## src/hdl/rsw_defs.svh

```systemverilog
// Constants for the receive status word builder
`ifndef RSW_DEFS_SVH
`define RSW_DEFS_SVH

// Status word field positions
`define RSW_BIT_FILTER_FAIL 30
`define RSW_LEN_HI 29
`define RSW_LEN_LO 16
`define RSW_BIT_ERR_SUMMARY 15
`define RSW_BIT_BCAST 13
`define RSW_BIT_LEN_MISMATCH 12
`define RSW_BIT_RUNT 11
`define RSW_BIT_MCAST 10
`define RSW_BIT_TOO_LONG 7
`define RSW_BIT_LATE_COL 6
`define RSW_BIT_FRAME_TYPE 5
`define RSW_BIT_WDOG 4
`define RSW_BIT_MII_ERR 3
`define RSW_BIT_DRIBBLE 2
`define RSW_BIT_CRC_ERR 1

// Control register field
`define RSW_CTRL_PASS_BAD_BIT 16

// Frame length limits in bytes, and the 14-bit length count width
`define RSW_LEN_W 14
`define RSW_COL_WINDOW 14'h0040
`define RSW_MAX_FRAME 14'h05EE
`define RSW_MIN_HEADER 14'h000E
`define RSW_MAX_LEN_FIELD 16'h05DC
`define RSW_MIN_PAYLOAD 16'h002E
`define RSW_HDR_FCS 14'h0012
`define RSW_WDOG_LIMIT 2048

// Dribble thresholds in bits
`define RSW_DRIB_MII 3'h4
`define RSW_DRIB_10M 3'h3

// Status queue depth
`define RSW_QUEUE_DEPTH 16

`endif

```

## src/hdl/rsw_pkg.sv

```systemverilog
// Types for the receive status word builder
package rsw_pkg;
    typedef enum logic [3:0] {
        RSW_IDLE = 4'h1,
        RSW_RECV = 4'h2,
        RSW_BUILD = 4'h4,
        RSW_WRITE = 4'h8
    } rsw_state_e;
    typedef logic [31:0] rsw_word_t;
endpackage

```

## src/hdl/rsw_addr_class.sv

```systemverilog
// Destination address class and length/type capture from the header bytes
`timescale 1ns/100ps
`include "rsw_defs.svh"
module rsw_addr_class (
    input wire logic clk,
    input wire logic sys_rst,
    input wire logic clear,
    input wire logic byte_valid,
    input wire logic [7:0] byte_data,
    input wire logic [`RSW_LEN_W-1:0] byte_index,
    output logic is_bcast,
    output logic is_mcast,
    output logic [15:0] len_type
);
    logic all_ones_reg, all_ones_next;
    logic group_reg, group_next;
    logic [15:0] len_type_reg, len_type_next;

    always_comb begin
        all_ones_next = all_ones_reg;
        group_next = group_reg;
        len_type_next = len_type_reg;
        if (clear) begin
            all_ones_next = 1'b1;
            group_next = 1'b0;
            len_type_next = 16'h0000;
        end else if (byte_valid) begin
            if (byte_index < 14'h0006 && byte_data != 8'hFF) begin
                all_ones_next = 1'b0;
            end
            if (byte_index == 14'h0000) begin
                group_next = byte_data[0];
            end
            if (byte_index == 14'h000C) begin
                len_type_next = {byte_data, len_type_reg[7:0]};
            end else if (byte_index == 14'h000D) begin
                len_type_next = {len_type_reg[15:8], byte_data};
            end
        end
    end

    always_ff @(posedge clk) begin
        if (sys_rst) begin
            all_ones_reg <= 1'b1;
            group_reg <= 1'b0;
            len_type_reg <= 16'h0000;
        end else begin
            all_ones_reg <= all_ones_next;
            group_reg <= group_next;
            len_type_reg <= len_type_next;
        end
    end

    // Address is only meaningful once all six bytes are in; caller checks length
    assign is_bcast = all_ones_reg;
    assign is_mcast = group_reg & ~all_ones_reg;
    assign len_type = len_type_reg;
endmodule

```

## src/hdl/rsw_status_queue.sv

```systemverilog
// Receive status queue holding finished status words for the host
`timescale 1ns/100ps
module rsw_status_queue #(
    parameter int DEPTH = 16,
    parameter int AW = 4
) (
    input wire logic clk,
    input wire logic sys_rst,
    input wire logic push,
    input wire logic [31:0] push_word,
    input wire logic pop,
    output logic [31:0] rd_data,
    output logic rd_valid,
    output logic [AW:0] count,
    output logic overrun,
    output logic underrun
);
    logic [31:0] mem [DEPTH];
    logic [AW-1:0] wr_ptr_reg, wr_ptr_next, rd_ptr_reg, rd_ptr_next;
    logic [AW:0] count_reg, count_next;
    logic [31:0] rd_data_reg, rd_data_next;
    logic rd_valid_reg, rd_valid_next, overrun_reg, overrun_next;
    logic underrun_reg, underrun_next, do_push, do_pop;

    always_comb begin
        do_pop = pop && count_reg != '0;
        do_push = push && (count_reg != DEPTH[AW:0] || do_pop);
        wr_ptr_next = do_push ? wr_ptr_reg + 1'b1 : wr_ptr_reg;
        rd_ptr_next = do_pop ? rd_ptr_reg + 1'b1 : rd_ptr_reg;
        count_next = count_reg + {{AW{1'b0}}, do_push} - {{AW{1'b0}}, do_pop};
        rd_data_next = do_pop ? mem[rd_ptr_reg] : 32'h00000000;
        rd_valid_next = do_pop;
        overrun_next = push && !do_push;
        underrun_next = pop && !do_pop;
    end

    // Storage has no reset; only the count and pointers decide what is valid
    always_ff @(posedge clk) begin
        if (do_push) begin
            mem[wr_ptr_reg] <= push_word;
        end
    end

    always_ff @(posedge clk) begin
        if (sys_rst) begin
            wr_ptr_reg <= '0;
            rd_ptr_reg <= '0;
            count_reg <= '0;
            rd_data_reg <= 32'h00000000;
            rd_valid_reg <= 1'b0;
            overrun_reg <= 1'b0;
            underrun_reg <= 1'b0;
        end else begin
            wr_ptr_reg <= wr_ptr_next;
            rd_ptr_reg <= rd_ptr_next;
            count_reg <= count_next;
            rd_data_reg <= rd_data_next;
            rd_valid_reg <= rd_valid_next;
            overrun_reg <= overrun_next;
            underrun_reg <= underrun_next;
        end
    end

    assign rd_data = rd_data_reg;
    assign rd_valid = rd_valid_reg;
    assign count = count_reg;
    assign overrun = overrun_reg;
    assign underrun = underrun_reg;
endmodule

```

## src/hdl/rsw_builder.sv

```systemverilog
// Receive status word builder: per-frame error tracking, word assembly, queueing
//
// Behaviour
// - Bits 31, 14, 9:8 and 0 of every status word read zero.
// - Bit 30 set when the frame failed destination address filtering.
// - Bits 29:16 carry the received frame byte count.
// - Bit 15 is the OR of runt, too-long, late-collision and CRC bits.
// - Bit 13 set for a broadcast destination address.
// - Bit 12 set when measured length disagrees with the length/type field.
// - Bit 11 set when the frame ended before 64 bytes.
// - Runt frames reach the host only with control bit 16 set, else dropped.
// - Bit 10 set for a multicast destination address.
// - Bit 7 set when the frame exceeds 1518 bytes.
// - Over-length frames are still received and counted, the count saturating at 16383 bytes.
// - Bit 6 set for a collision seen after the collision window.
// - Bit 5 set when length/type exceeds 1500, clear for length form.
// - Bit 5 stays clear for runts shorter than 14 bytes.
// - Bit 4 set when the frame grows past the receive watchdog limit.
// - Bit 3 set if receive error was seen at any time during the frame.
// - Bit 2 set when the bit count is not a multiple of eight.
// - Dribble only for 4 trailing bits on MII, at least 3 at 10 Mbps.
// - Dribble is suppressed whenever the late-collision bit is set.
// - Bit 1 set on FCS mismatch, and also whenever receive error was seen.
// - Status word is queued apart from data, after the frame data ends.
`timescale 1ns/100ps
`include "rsw_defs.svh"
module rsw_builder #(
    parameter int WDOG_LIMIT = `RSW_WDOG_LIMIT,
    parameter int QUEUE_DEPTH = `RSW_QUEUE_DEPTH,
    parameter int QUEUE_AW = 4
) (
    input wire logic clk,
    input wire logic sys_rst,
    input wire logic [31:0] mac_control_reg,
    input wire logic rx_frame_start,
    input wire logic rx_byte_valid,
    input wire logic [7:0] rx_byte,
    input wire logic rx_er,
    input wire logic rx_collision,
    input wire logic rx_frame_end,
    input wire logic [2:0] rx_dribble_bits,
    input wire logic rx_crc_ok,
    input wire logic rx_filter_fail,
    input wire logic rx_mode_10m,
    input wire logic status_rd,
    output logic [31:0] status_rd_data,
    output logic status_rd_valid,
    output logic [QUEUE_AW:0] status_count,
    output logic status_overrun,
    output logic status_underrun,
    output logic frame_discard,
    output logic frame_queued,
    output logic rx_busy
);
    // Watchdog limit must sit in 2048..2560; kept at the 14-bit count width
    localparam logic [`RSW_LEN_W-1:0] WDOG_LEN = WDOG_LIMIT[`RSW_LEN_W-1:0];

    rsw_pkg::rsw_state_e state_reg, state_next;

    logic [`RSW_LEN_W-1:0] count_reg, count_next;
    logic er_seen_reg, er_seen_next;
    logic late_col_reg, late_col_next;
    logic wdog_reg, wdog_next;
    logic [2:0] drib_reg, drib_next;
    logic crc_ok_reg, crc_ok_next;
    logic filt_fail_reg, filt_fail_next;
    logic mode_10m_reg, mode_10m_next;
    logic pass_bad_reg, pass_bad_next;
    rsw_pkg::rsw_word_t word_reg, word_next;
    logic push_reg, push_next;
    logic discard_reg, discard_next;
    logic queued_reg, queued_next;
    logic busy_reg, busy_next;

    logic clear_frame;
    logic hdr_bcast, hdr_mcast;
    logic [15:0] hdr_len_type;

    // Assembly terms, computed from the frame's registered state
    logic runt, too_long, has_header, type_form, dribble, crc_err, err_sum;
    logic len_mismatch;
    logic [`RSW_LEN_W-1:0] payload_len;

    always_comb begin
        clear_frame = (state_reg == rsw_pkg::RSW_IDLE || state_reg == rsw_pkg::RSW_RECV)
            && rx_frame_start;
    end

    rsw_addr_class u_addr_class (
        .clk(clk),
        .sys_rst(sys_rst),
        .clear(clear_frame),
        .byte_valid(rx_byte_valid && state_reg == rsw_pkg::RSW_RECV),
        .byte_data(rx_byte),
        .byte_index(count_reg),
        .is_bcast(hdr_bcast),
        .is_mcast(hdr_mcast),
        .len_type(hdr_len_type)
    );

    // Frame state machine
    always_comb begin
        state_next = state_reg;
        busy_next = busy_reg;
        case (state_reg)
            rsw_pkg::RSW_IDLE: begin
                if (rx_frame_start) begin
                    state_next = rsw_pkg::RSW_RECV;
                    busy_next = 1'b1;
                end
            end
            rsw_pkg::RSW_RECV: begin
                // Too-long does not end the frame; only the end strobe does
                if (rx_frame_end && !rx_frame_start) begin
                    state_next = rsw_pkg::RSW_BUILD;
                end
            end
            rsw_pkg::RSW_BUILD: begin
                state_next = rsw_pkg::RSW_WRITE;
            end
            rsw_pkg::RSW_WRITE: begin
                state_next = rsw_pkg::RSW_IDLE;
                busy_next = 1'b0;
            end
            default: begin
                state_next = rsw_pkg::RSW_IDLE;
                busy_next = 1'b0;
            end
        endcase
    end

    always_ff @(posedge clk) begin
        if (sys_rst) begin
            state_reg <= rsw_pkg::RSW_IDLE;
            busy_reg <= 1'b0;
        end else begin
            state_reg <= state_next;
            busy_reg <= busy_next;
        end
    end

    // Per-frame event tracking while bytes arrive
    always_comb begin
        count_next = count_reg;
        er_seen_next = er_seen_reg;
        late_col_next = late_col_reg;
        wdog_next = wdog_reg;
        drib_next = drib_reg;
        crc_ok_next = crc_ok_reg;
        filt_fail_next = filt_fail_reg;
        mode_10m_next = mode_10m_reg;
        pass_bad_next = pass_bad_reg;
        if (clear_frame) begin
            count_next = '0;
            er_seen_next = 1'b0;
            late_col_next = 1'b0;
            wdog_next = 1'b0;
            drib_next = 3'h0;
            crc_ok_next = 1'b1;
            filt_fail_next = 1'b0;
            mode_10m_next = 1'b0;
            pass_bad_next = 1'b0;
        end else if (state_reg == rsw_pkg::RSW_RECV) begin
            // Count saturates rather than wrapping on huge frames
            if (rx_byte_valid && count_reg != {`RSW_LEN_W{1'b1}}) begin
                count_next = count_reg + 1'b1;
            end
            if (rx_er) begin
                er_seen_next = 1'b1;
            end
            if (rx_collision && count_reg >= `RSW_COL_WINDOW) begin
                late_col_next = 1'b1;
            end
            if (count_reg > WDOG_LEN) begin
                wdog_next = 1'b1;
            end
            if (rx_frame_end) begin
                drib_next = rx_dribble_bits;
                crc_ok_next = rx_crc_ok;
                filt_fail_next = rx_filter_fail;
                mode_10m_next = rx_mode_10m;
                pass_bad_next = mac_control_reg[`RSW_CTRL_PASS_BAD_BIT];
            end
        end
    end

    always_ff @(posedge clk) begin
        if (sys_rst) begin
            count_reg <= '0;
            er_seen_reg <= 1'b0;
            late_col_reg <= 1'b0;
            wdog_reg <= 1'b0;
            drib_reg <= 3'h0;
            crc_ok_reg <= 1'b1;
            filt_fail_reg <= 1'b0;
            mode_10m_reg <= 1'b0;
            pass_bad_reg <= 1'b0;
        end else begin
            count_reg <= count_next;
            er_seen_reg <= er_seen_next;
            late_col_reg <= late_col_next;
            wdog_reg <= wdog_next;
            drib_reg <= drib_next;
            crc_ok_reg <= crc_ok_next;
            filt_fail_reg <= filt_fail_next;
            mode_10m_reg <= mode_10m_next;
            pass_bad_reg <= pass_bad_next;
        end
    end

    // Field derivation
    always_comb begin
        runt = count_reg < `RSW_COL_WINDOW;
        too_long = count_reg > `RSW_MAX_FRAME;
        has_header = count_reg >= `RSW_MIN_HEADER;
        type_form = has_header && hdr_len_type > `RSW_MAX_LEN_FIELD;
        payload_len = count_reg - `RSW_HDR_FCS;
        // Short payloads are padded to the minimum frame, so only exact 64 fits
        if (!has_header || type_form || runt) begin
            len_mismatch = 1'b0;
        end else if (hdr_len_type < `RSW_MIN_PAYLOAD) begin
            len_mismatch = count_reg != `RSW_COL_WINDOW;
        end else begin
            len_mismatch = {2'b00, payload_len} != hdr_len_type;
        end
        if (late_col_reg) begin
            dribble = 1'b0;
        end else if (mode_10m_reg) begin
            dribble = drib_reg >= `RSW_DRIB_10M;
        end else begin
            dribble = drib_reg == `RSW_DRIB_MII;
        end
        crc_err = !crc_ok_reg || er_seen_reg;
        err_sum = runt || too_long || late_col_reg || crc_err;
    end

    // Word assembly and queue hand-off after the frame data has ended
    always_comb begin
        word_next = word_reg;
        push_next = 1'b0;
        discard_next = 1'b0;
        queued_next = 1'b0;
        if (state_reg == rsw_pkg::RSW_BUILD) begin
            word_next = 32'h00000000;
            word_next[`RSW_BIT_FILTER_FAIL] = filt_fail_reg;
            word_next[`RSW_LEN_HI:`RSW_LEN_LO] = count_reg;
            word_next[`RSW_BIT_ERR_SUMMARY] = err_sum;
            word_next[`RSW_BIT_BCAST] = has_header && hdr_bcast;
            word_next[`RSW_BIT_LEN_MISMATCH] = len_mismatch;
            word_next[`RSW_BIT_RUNT] = runt;
            word_next[`RSW_BIT_MCAST] = has_header && hdr_mcast;
            word_next[`RSW_BIT_TOO_LONG] = too_long;
            word_next[`RSW_BIT_LATE_COL] = late_col_reg;
            word_next[`RSW_BIT_FRAME_TYPE] = type_form;
            word_next[`RSW_BIT_WDOG] = wdog_reg;
            word_next[`RSW_BIT_MII_ERR] = er_seen_reg;
            word_next[`RSW_BIT_DRIBBLE] = dribble;
            word_next[`RSW_BIT_CRC_ERR] = crc_err;
            if (runt && !pass_bad_reg) begin
                discard_next = 1'b1;
            end else begin
                push_next = 1'b1;
                queued_next = 1'b1;
            end
        end
    end

    always_ff @(posedge clk) begin
        if (sys_rst) begin
            word_reg <= 32'h00000000;
            push_reg <= 1'b0;
            discard_reg <= 1'b0;
            queued_reg <= 1'b0;
        end else begin
            word_reg <= word_next;
            push_reg <= push_next;
            discard_reg <= discard_next;
            queued_reg <= queued_next;
        end
    end

    // Separate status queue; data path never sees these words
    rsw_status_queue #(
        .DEPTH(QUEUE_DEPTH),
        .AW(QUEUE_AW)
    ) u_status_queue (
        .clk(clk),
        .sys_rst(sys_rst),
        .push(push_reg),
        .push_word(word_reg),
        .pop(status_rd),
        .rd_data(status_rd_data),
        .rd_valid(status_rd_valid),
        .count(status_count),
        .overrun(status_overrun),
        .underrun(status_underrun)
    );

    assign frame_discard = discard_reg;
    assign frame_queued = queued_reg;
    assign rx_busy = busy_reg;
endmodule

```

## config.mk

```make
export PLATFORM = sky130hd
export DESIGN_NAME = rsw_builder
export DESIGN_NICKNAME = d
export VERILOG_FILES = /design/src/hdl/rsw_pkg.sv /design/src/hdl/rsw_addr_class.sv /design/src/hdl/rsw_status_queue.sv /design/src/hdl/rsw_builder.sv
export VERILOG_INCLUDE_DIRS = /design/src /design/src/hdl
export SDC_FILE = /design/constraint.sdc
export NUM_CORES = 1
export LEC_CHECK = 0
export ABC_AREA = 1
export CAP_MARGIN = 10
export CORE_MARGIN = 2
export CORE_UTILIZATION = 35
export DETAILED_ROUTE_END_ITERATION = 6
export DONT_BUFFER_PORTS = 1
export MAX_ROUTING_LAYER = met4
export PLACE_DENSITY = 0.5
export SYNTH_ARGS = -nofsm -noshare
export SYNTH_HDL_FRONTEND = slang
export SYNTH_HIERARCHICAL = 1
export SYNTH_SLANG_ARGS = --single-unit
```

## constraint.sdc

```tcl
create_clock -name clk -period 2.7 [get_ports clk]
set_input_delay 0.54 -clock clk [delete_from_list [all_inputs] [get_ports clk]]
set_output_delay 0.54 -clock clk [all_outputs]
set_load 0.01 [all_outputs]
```

==> run summary <==
The flow ran to the end, and the final reports show no timing, DRC or antenna violations. In this run the critical register-to-register path is captured at u_status_queue/count[4]$_SDFF_PP0_. The run gives 40.81% as the worst-case headroom to the max-slew limit. Synthesis produced 2686 cells. After detailed placement, the design holds a cell count of 3738. Total length of routed met2 wires: 33.53 mm. The startpoint identified for the worst register-to-register timing path is u_status_queue/count[2]$_SDFF_PP0_. The worst path required time was 3.25 ns; the fraction of power spent switching nets was 26.73%.

The clock transition at the registers of the reported paths is 0.06 ns. The mux contribution to synthesized area was 0%; the clock skew after layout was 0.02493 ns. The number of flip-flops in the largest register works out to 512. The most common cell in the netlist is sky130_fd_sc_hd__nand2_1.

Average wire per cell in the routed design: 18.44 um. The max-cap check violation count came out at 0. The dominant synthesized flop cell is sky130_fd_sc_hd__edfxtp_1.

In this run the count of I/O pins placed on the die edge is 97. Of all nets on the critical path, the largest fanout is 3. Capture point of the worst path: u_status_queue/count[4]$_SDFF_PP0_. The total area inside the core boundary comes to 75950 sq um. The tools report the total half-perimeter wirelength after legalization and detailed placement as 42.83 mm. Cell internal power was estimated by the tool at 17.26 mW. At the end of routability-driven placement, the weighted congestion stood at 0.8475. STA classifies the critical path endpoint as a flop. The die is 281.1 um wide. The number of cells upsized or downsized after cts was 0; the power per standard cell area was 757.1 nW/um^2.

The run gives 111 as the largest net degree at the start of global routing. The classification of the worst setup path was reg2reg. The worst-case IR drop observed on VDD is 451.5 uV.

The post-synthesis cell type count is 42, and the buffering stage count on the worst path with inverters included is 4. Met1 wire length: 32.13 mm. The highest metal layer carrying signal wires in the routed design is met4. After routing the design area is 31120 sq um. Setup repair after global routing left no endpoint under its margin. The run gives 0.61 ns as the clock network latency to the later pin of the worst-skew pair. The root buffer cell chosen for the clock tree is sky130_fd_sc_hd__clkbuf_16. Kind of cell adding the most delay to the critical path: adder cells.

Global routing used 18.79% of the available tracks across all layers. Measured in cells, the most critical reg-to-reg path has a length of 17. The total placed instance area came out at 28760 sq um.

The part of the cycle the worst path needs was 92.29%. The number of global-route vias before repair came out at 17860. After synthesis, the most frequently instantiated cells are 868 x sky130_fd_sc_hd__nand2_1, 512 x sky130_fd_sc_hd__edfxtp_1, 344 x sky130_fd_sc_hd__nand3_1, 309 x sky130_fd_sc_hd__inv_1, 153 x sky130_fd_sc_hd__nor2_1.

The net count of the finished layout was 2854. The combinational power share is 12.8%. Measured along the y axis, the die boundary spans 281.1 um.

The tools report the final wirelength as 71.30 mm. TritonCTS built the clock tree. In this run the core area contains 101 standard-cell rows. The via-per-instance ratio is 4.734. The class of the most critical hold timing path is in2reg. The count of pins over their slew limit is 0.

The synthesized area per cell works out to 10.01 sq um. Subtracting the final worst setup slack from the clock period gives 2.492 ns. The first global-routing pass estimated 108.8 mm of wire. For the initial standard-cell utilization of the core, the log shows 35.39%.

Routed length on met3: 3.632 mm. The finished layout holds 3867 standard cells, fillers aside. The arrival time of the worst setup path was 3.05 ns; the DRC marker count from the first detailed-route iteration was 1358.

The leakage power was 12.53 nW. By area, the combinational part of the netlist is dominated by simple AND/OR/NAND/NOR gates. The logic depth of the worst path, buffers included is 17. Summed over all layers, the global routing overflow is 0. Clock tree synthesis inserted a total of 73 buffers. The fraction of layout instances using a drive strength above 1 works out to 8.001%.

The share of flip-flops with an asynchronous set or reset after synthesis was 0%. The slowest stage of the critical path belongs to the cell sky130_fd_sc_hd__fa_1. Port buffering added 0 buffers. The number of synthesized register bits is 636. The synthesized netlist devotes 0.7727% of its cell area to adder and majority cells. The top cell type by area accounts for 57.20% of the synthesized area. The clock passes through at most 3 buffers. For the pin with the worst max-slew slack, the measured transition is 0.8850 ns.

The die area came out at 79030 sq um. The tools report the number of antenna cells inserted as 0. The H-tree generated during clock tree synthesis spans 3 levels. For this design the total switching power over the nets is 6.297 mW.

The sequential element share of the synthesized area was 66.43%; the compound-cell area share of the yosys netlist was 2.774%. The relative area change from synthesis to final layout came out at 15.76%. Before antenna repair, the detailed router went through 6 iterations. The mapped netlist covers 26880 sq um.

The logs give 2 for the initial antenna violation count and 18310 for the overall via count from detail_route. Summed over all instances, the cell type with the most area after synthesis is sky130_fd_sc_hd__edfxtp_1. The setup check on the worst reg-to-reg path leaves a slack of 0.21 ns. The run gives 6 as the number of warnings printed during yosys synthesis. Fraction of synthesized cell area in xor and xnor cells: 0.6517%. Counting every sink on the clock net gives 636. The sequential power share was 46.3%; the maximum achievable frequency was 0.4013 GHz.

The count of endpoints failing setup in the final report is 0, and the number of enable flip-flop cells after synthesis is 512. Of the total synthesized cell area, the portion taken by AND, OR, NAND and NOR gates is 22.32%. Worst setup path startpoint: u_status_queue/count[2]$_SDFF_PP0_. Walking the worst path, the cells encountered are inv_1 > ha_1 > nand2_1 > nor2_1 > nand2_1 > nand2_2 > inv_1 > ha_1 > inv_1 > ha_1 > inv_1 > fa_1 > o21ai_0 > a21oi_1 > nand2_1 > nand2_1 > nor2_1. The count of nets left with antenna violations once routing finished came out at 0. The share of total power dissipated in the clock network is 40.9%.

The stage delay of the slowest cell on the critical path is 0.41 ns. STA classifies the critical path startpoint as a flop. The run gives 0 as the remaining design rule violation count. Sorting the synthesized cells by area gives the leading types as sky130_fd_sc_hd__edfxtp_1 57%, sky130_fd_sc_hd__nand2_1 12%, sky130_fd_sc_hd__dfxtp_1 9.2%. For the final count of hold timing violations, the log shows 0.
logic make-up (layout without fill, tap and decap cells):
group | after synthesis | in the layout
compound gates | 144 | 144
xor+xnor | 20 | 20
fa+ha+maj | 16 | 16
buf+inv | 443 | 515
flops | 636 | 636
other cells | 1 | 80
simple gates | 1426 | 1426
timing repair:
item,CTS,global route
hold buffers,1,0
setup buffers,0,0
hold endpoints to repair,15,0
layout make-up:
cell class | count | area, sq um
repair buffers | 68 | 863.3
clock buffers | 99 | 2098
inverters | 319 | 1205
fillers | 7362 | 44830
clock inverters | 29 | 246.5
flip-flops and latches | 636 | 17860
well taps | 1030 | 1289
multi-input cells | 1686 | 7551
placed cells by master, fill, tap and decap left out, types with 12 or more instances in the layout:
| cell | synthesis | routed |
|---|---|---|
| sky130_fd_sc_hd__inv_1 | 309 | 309 |
| sky130_fd_sc_hd__xor2_1 | 18 | 18 |
| sky130_fd_sc_hd__nor2_1 | 153 | 137 |
| sky130_fd_sc_hd__buf_12 | 1 | 28 |
| sky130_fd_sc_hd__conb_1 | 1 | 80 |
| sky130_fd_sc_hd__nor3_1 | 13 | 13 |
| sky130_fd_sc_hd__nor2_4 | 2 | 18 |
| sky130_fd_sc_hd__clkbuf_16 | 0 | 76 |
| sky130_fd_sc_hd__nand4_1 | 24 | 24 |
| sky130_fd_sc_hd__clkinv_2 | 0 | 13 |
| sky130_fd_sc_hd__o21ai_0 | 43 | 43 |
| sky130_fd_sc_hd__nand3_1 | 344 | 344 |
| sky130_fd_sc_hd__ha_1 | 15 | 15 |
| sky130_fd_sc_hd__nand2_1 | 868 | 867 |
| sky130_fd_sc_hd__edfxtp_1 | 512 | 512 |
| sky130_fd_sc_hd__a21oi_1 | 92 | 92 |
| sky130_fd_sc_hd__dfxtp_1 | 124 | 121 |
| sky130_fd_sc_hd__clkbuf_1 | 18 | 12 |
| sky130_fd_sc_hd__buf_4 | 13 | 39 |
worst min path at each step:
stage	startpoint	to	slack (ns)	cells after the start
after floorplan	pass_bad_reg$_SDFFE_PP0P_	frame_discard$_SDFF_PP0_	0.42	1
after global placement	u_addr_class/is_bcast$_SDFFE_PP1P_	u_addr_class/is_bcast$_SDFFE_PP1P_	0.45	2
after detailed placement	wdog_reg$_SDFFE_PP0P_	wdog_reg$_SDFFE_PP0P_	0.46	2
after CTS	status_rd	u_status_queue/underrun$_SDFF_PP0_	0.04	2
after global routing	status_rd	u_status_queue/underrun$_SDFF_PP0_	0.06	2
final	status_rd	u_status_queue/underrun$_SDFF_PP0_	0.09	2
metrics by stage:
step	utilization, %	power (mW)	hold slack (ns)	setup TNS [ns]	worst slack [ns]
6_report	40.97	23.56	0.09184	0	0.2081
5_1_grt	40.97	24.56	0.05977	0	0.008318
4_1_cts	40.97	23.84	0.04351	0	0.2450
3_5_place_dp	37.87	14.13	0.4579	0	0.2458
3_3_place_gp	37.87	14.12	0.4491	0	0.2379
2_1_floorplan	-	13.18	0.4215	-158.87	-0.3103
metal layers:
layer	track usage [%]	up-vias
li1	-	8928
met1	24.63	8806
met2	29.86	445
met3	3.117	128
met4	5.828	0
met5	-	-
power by group through the flow:
stage                     sequential (mW)  combinational (mW)  clock [mW]
final                                10.9                3.01        9.65
after global routing                 10.9                3.37        10.3
after global placement               11.1                3.00           0
after floorplan                      11.0                2.18           0
after CTS                            10.9                3.04        9.90
after detailed placement             11.1                3.02           0
Note: power is estimated with default switching activity, not from simulation.
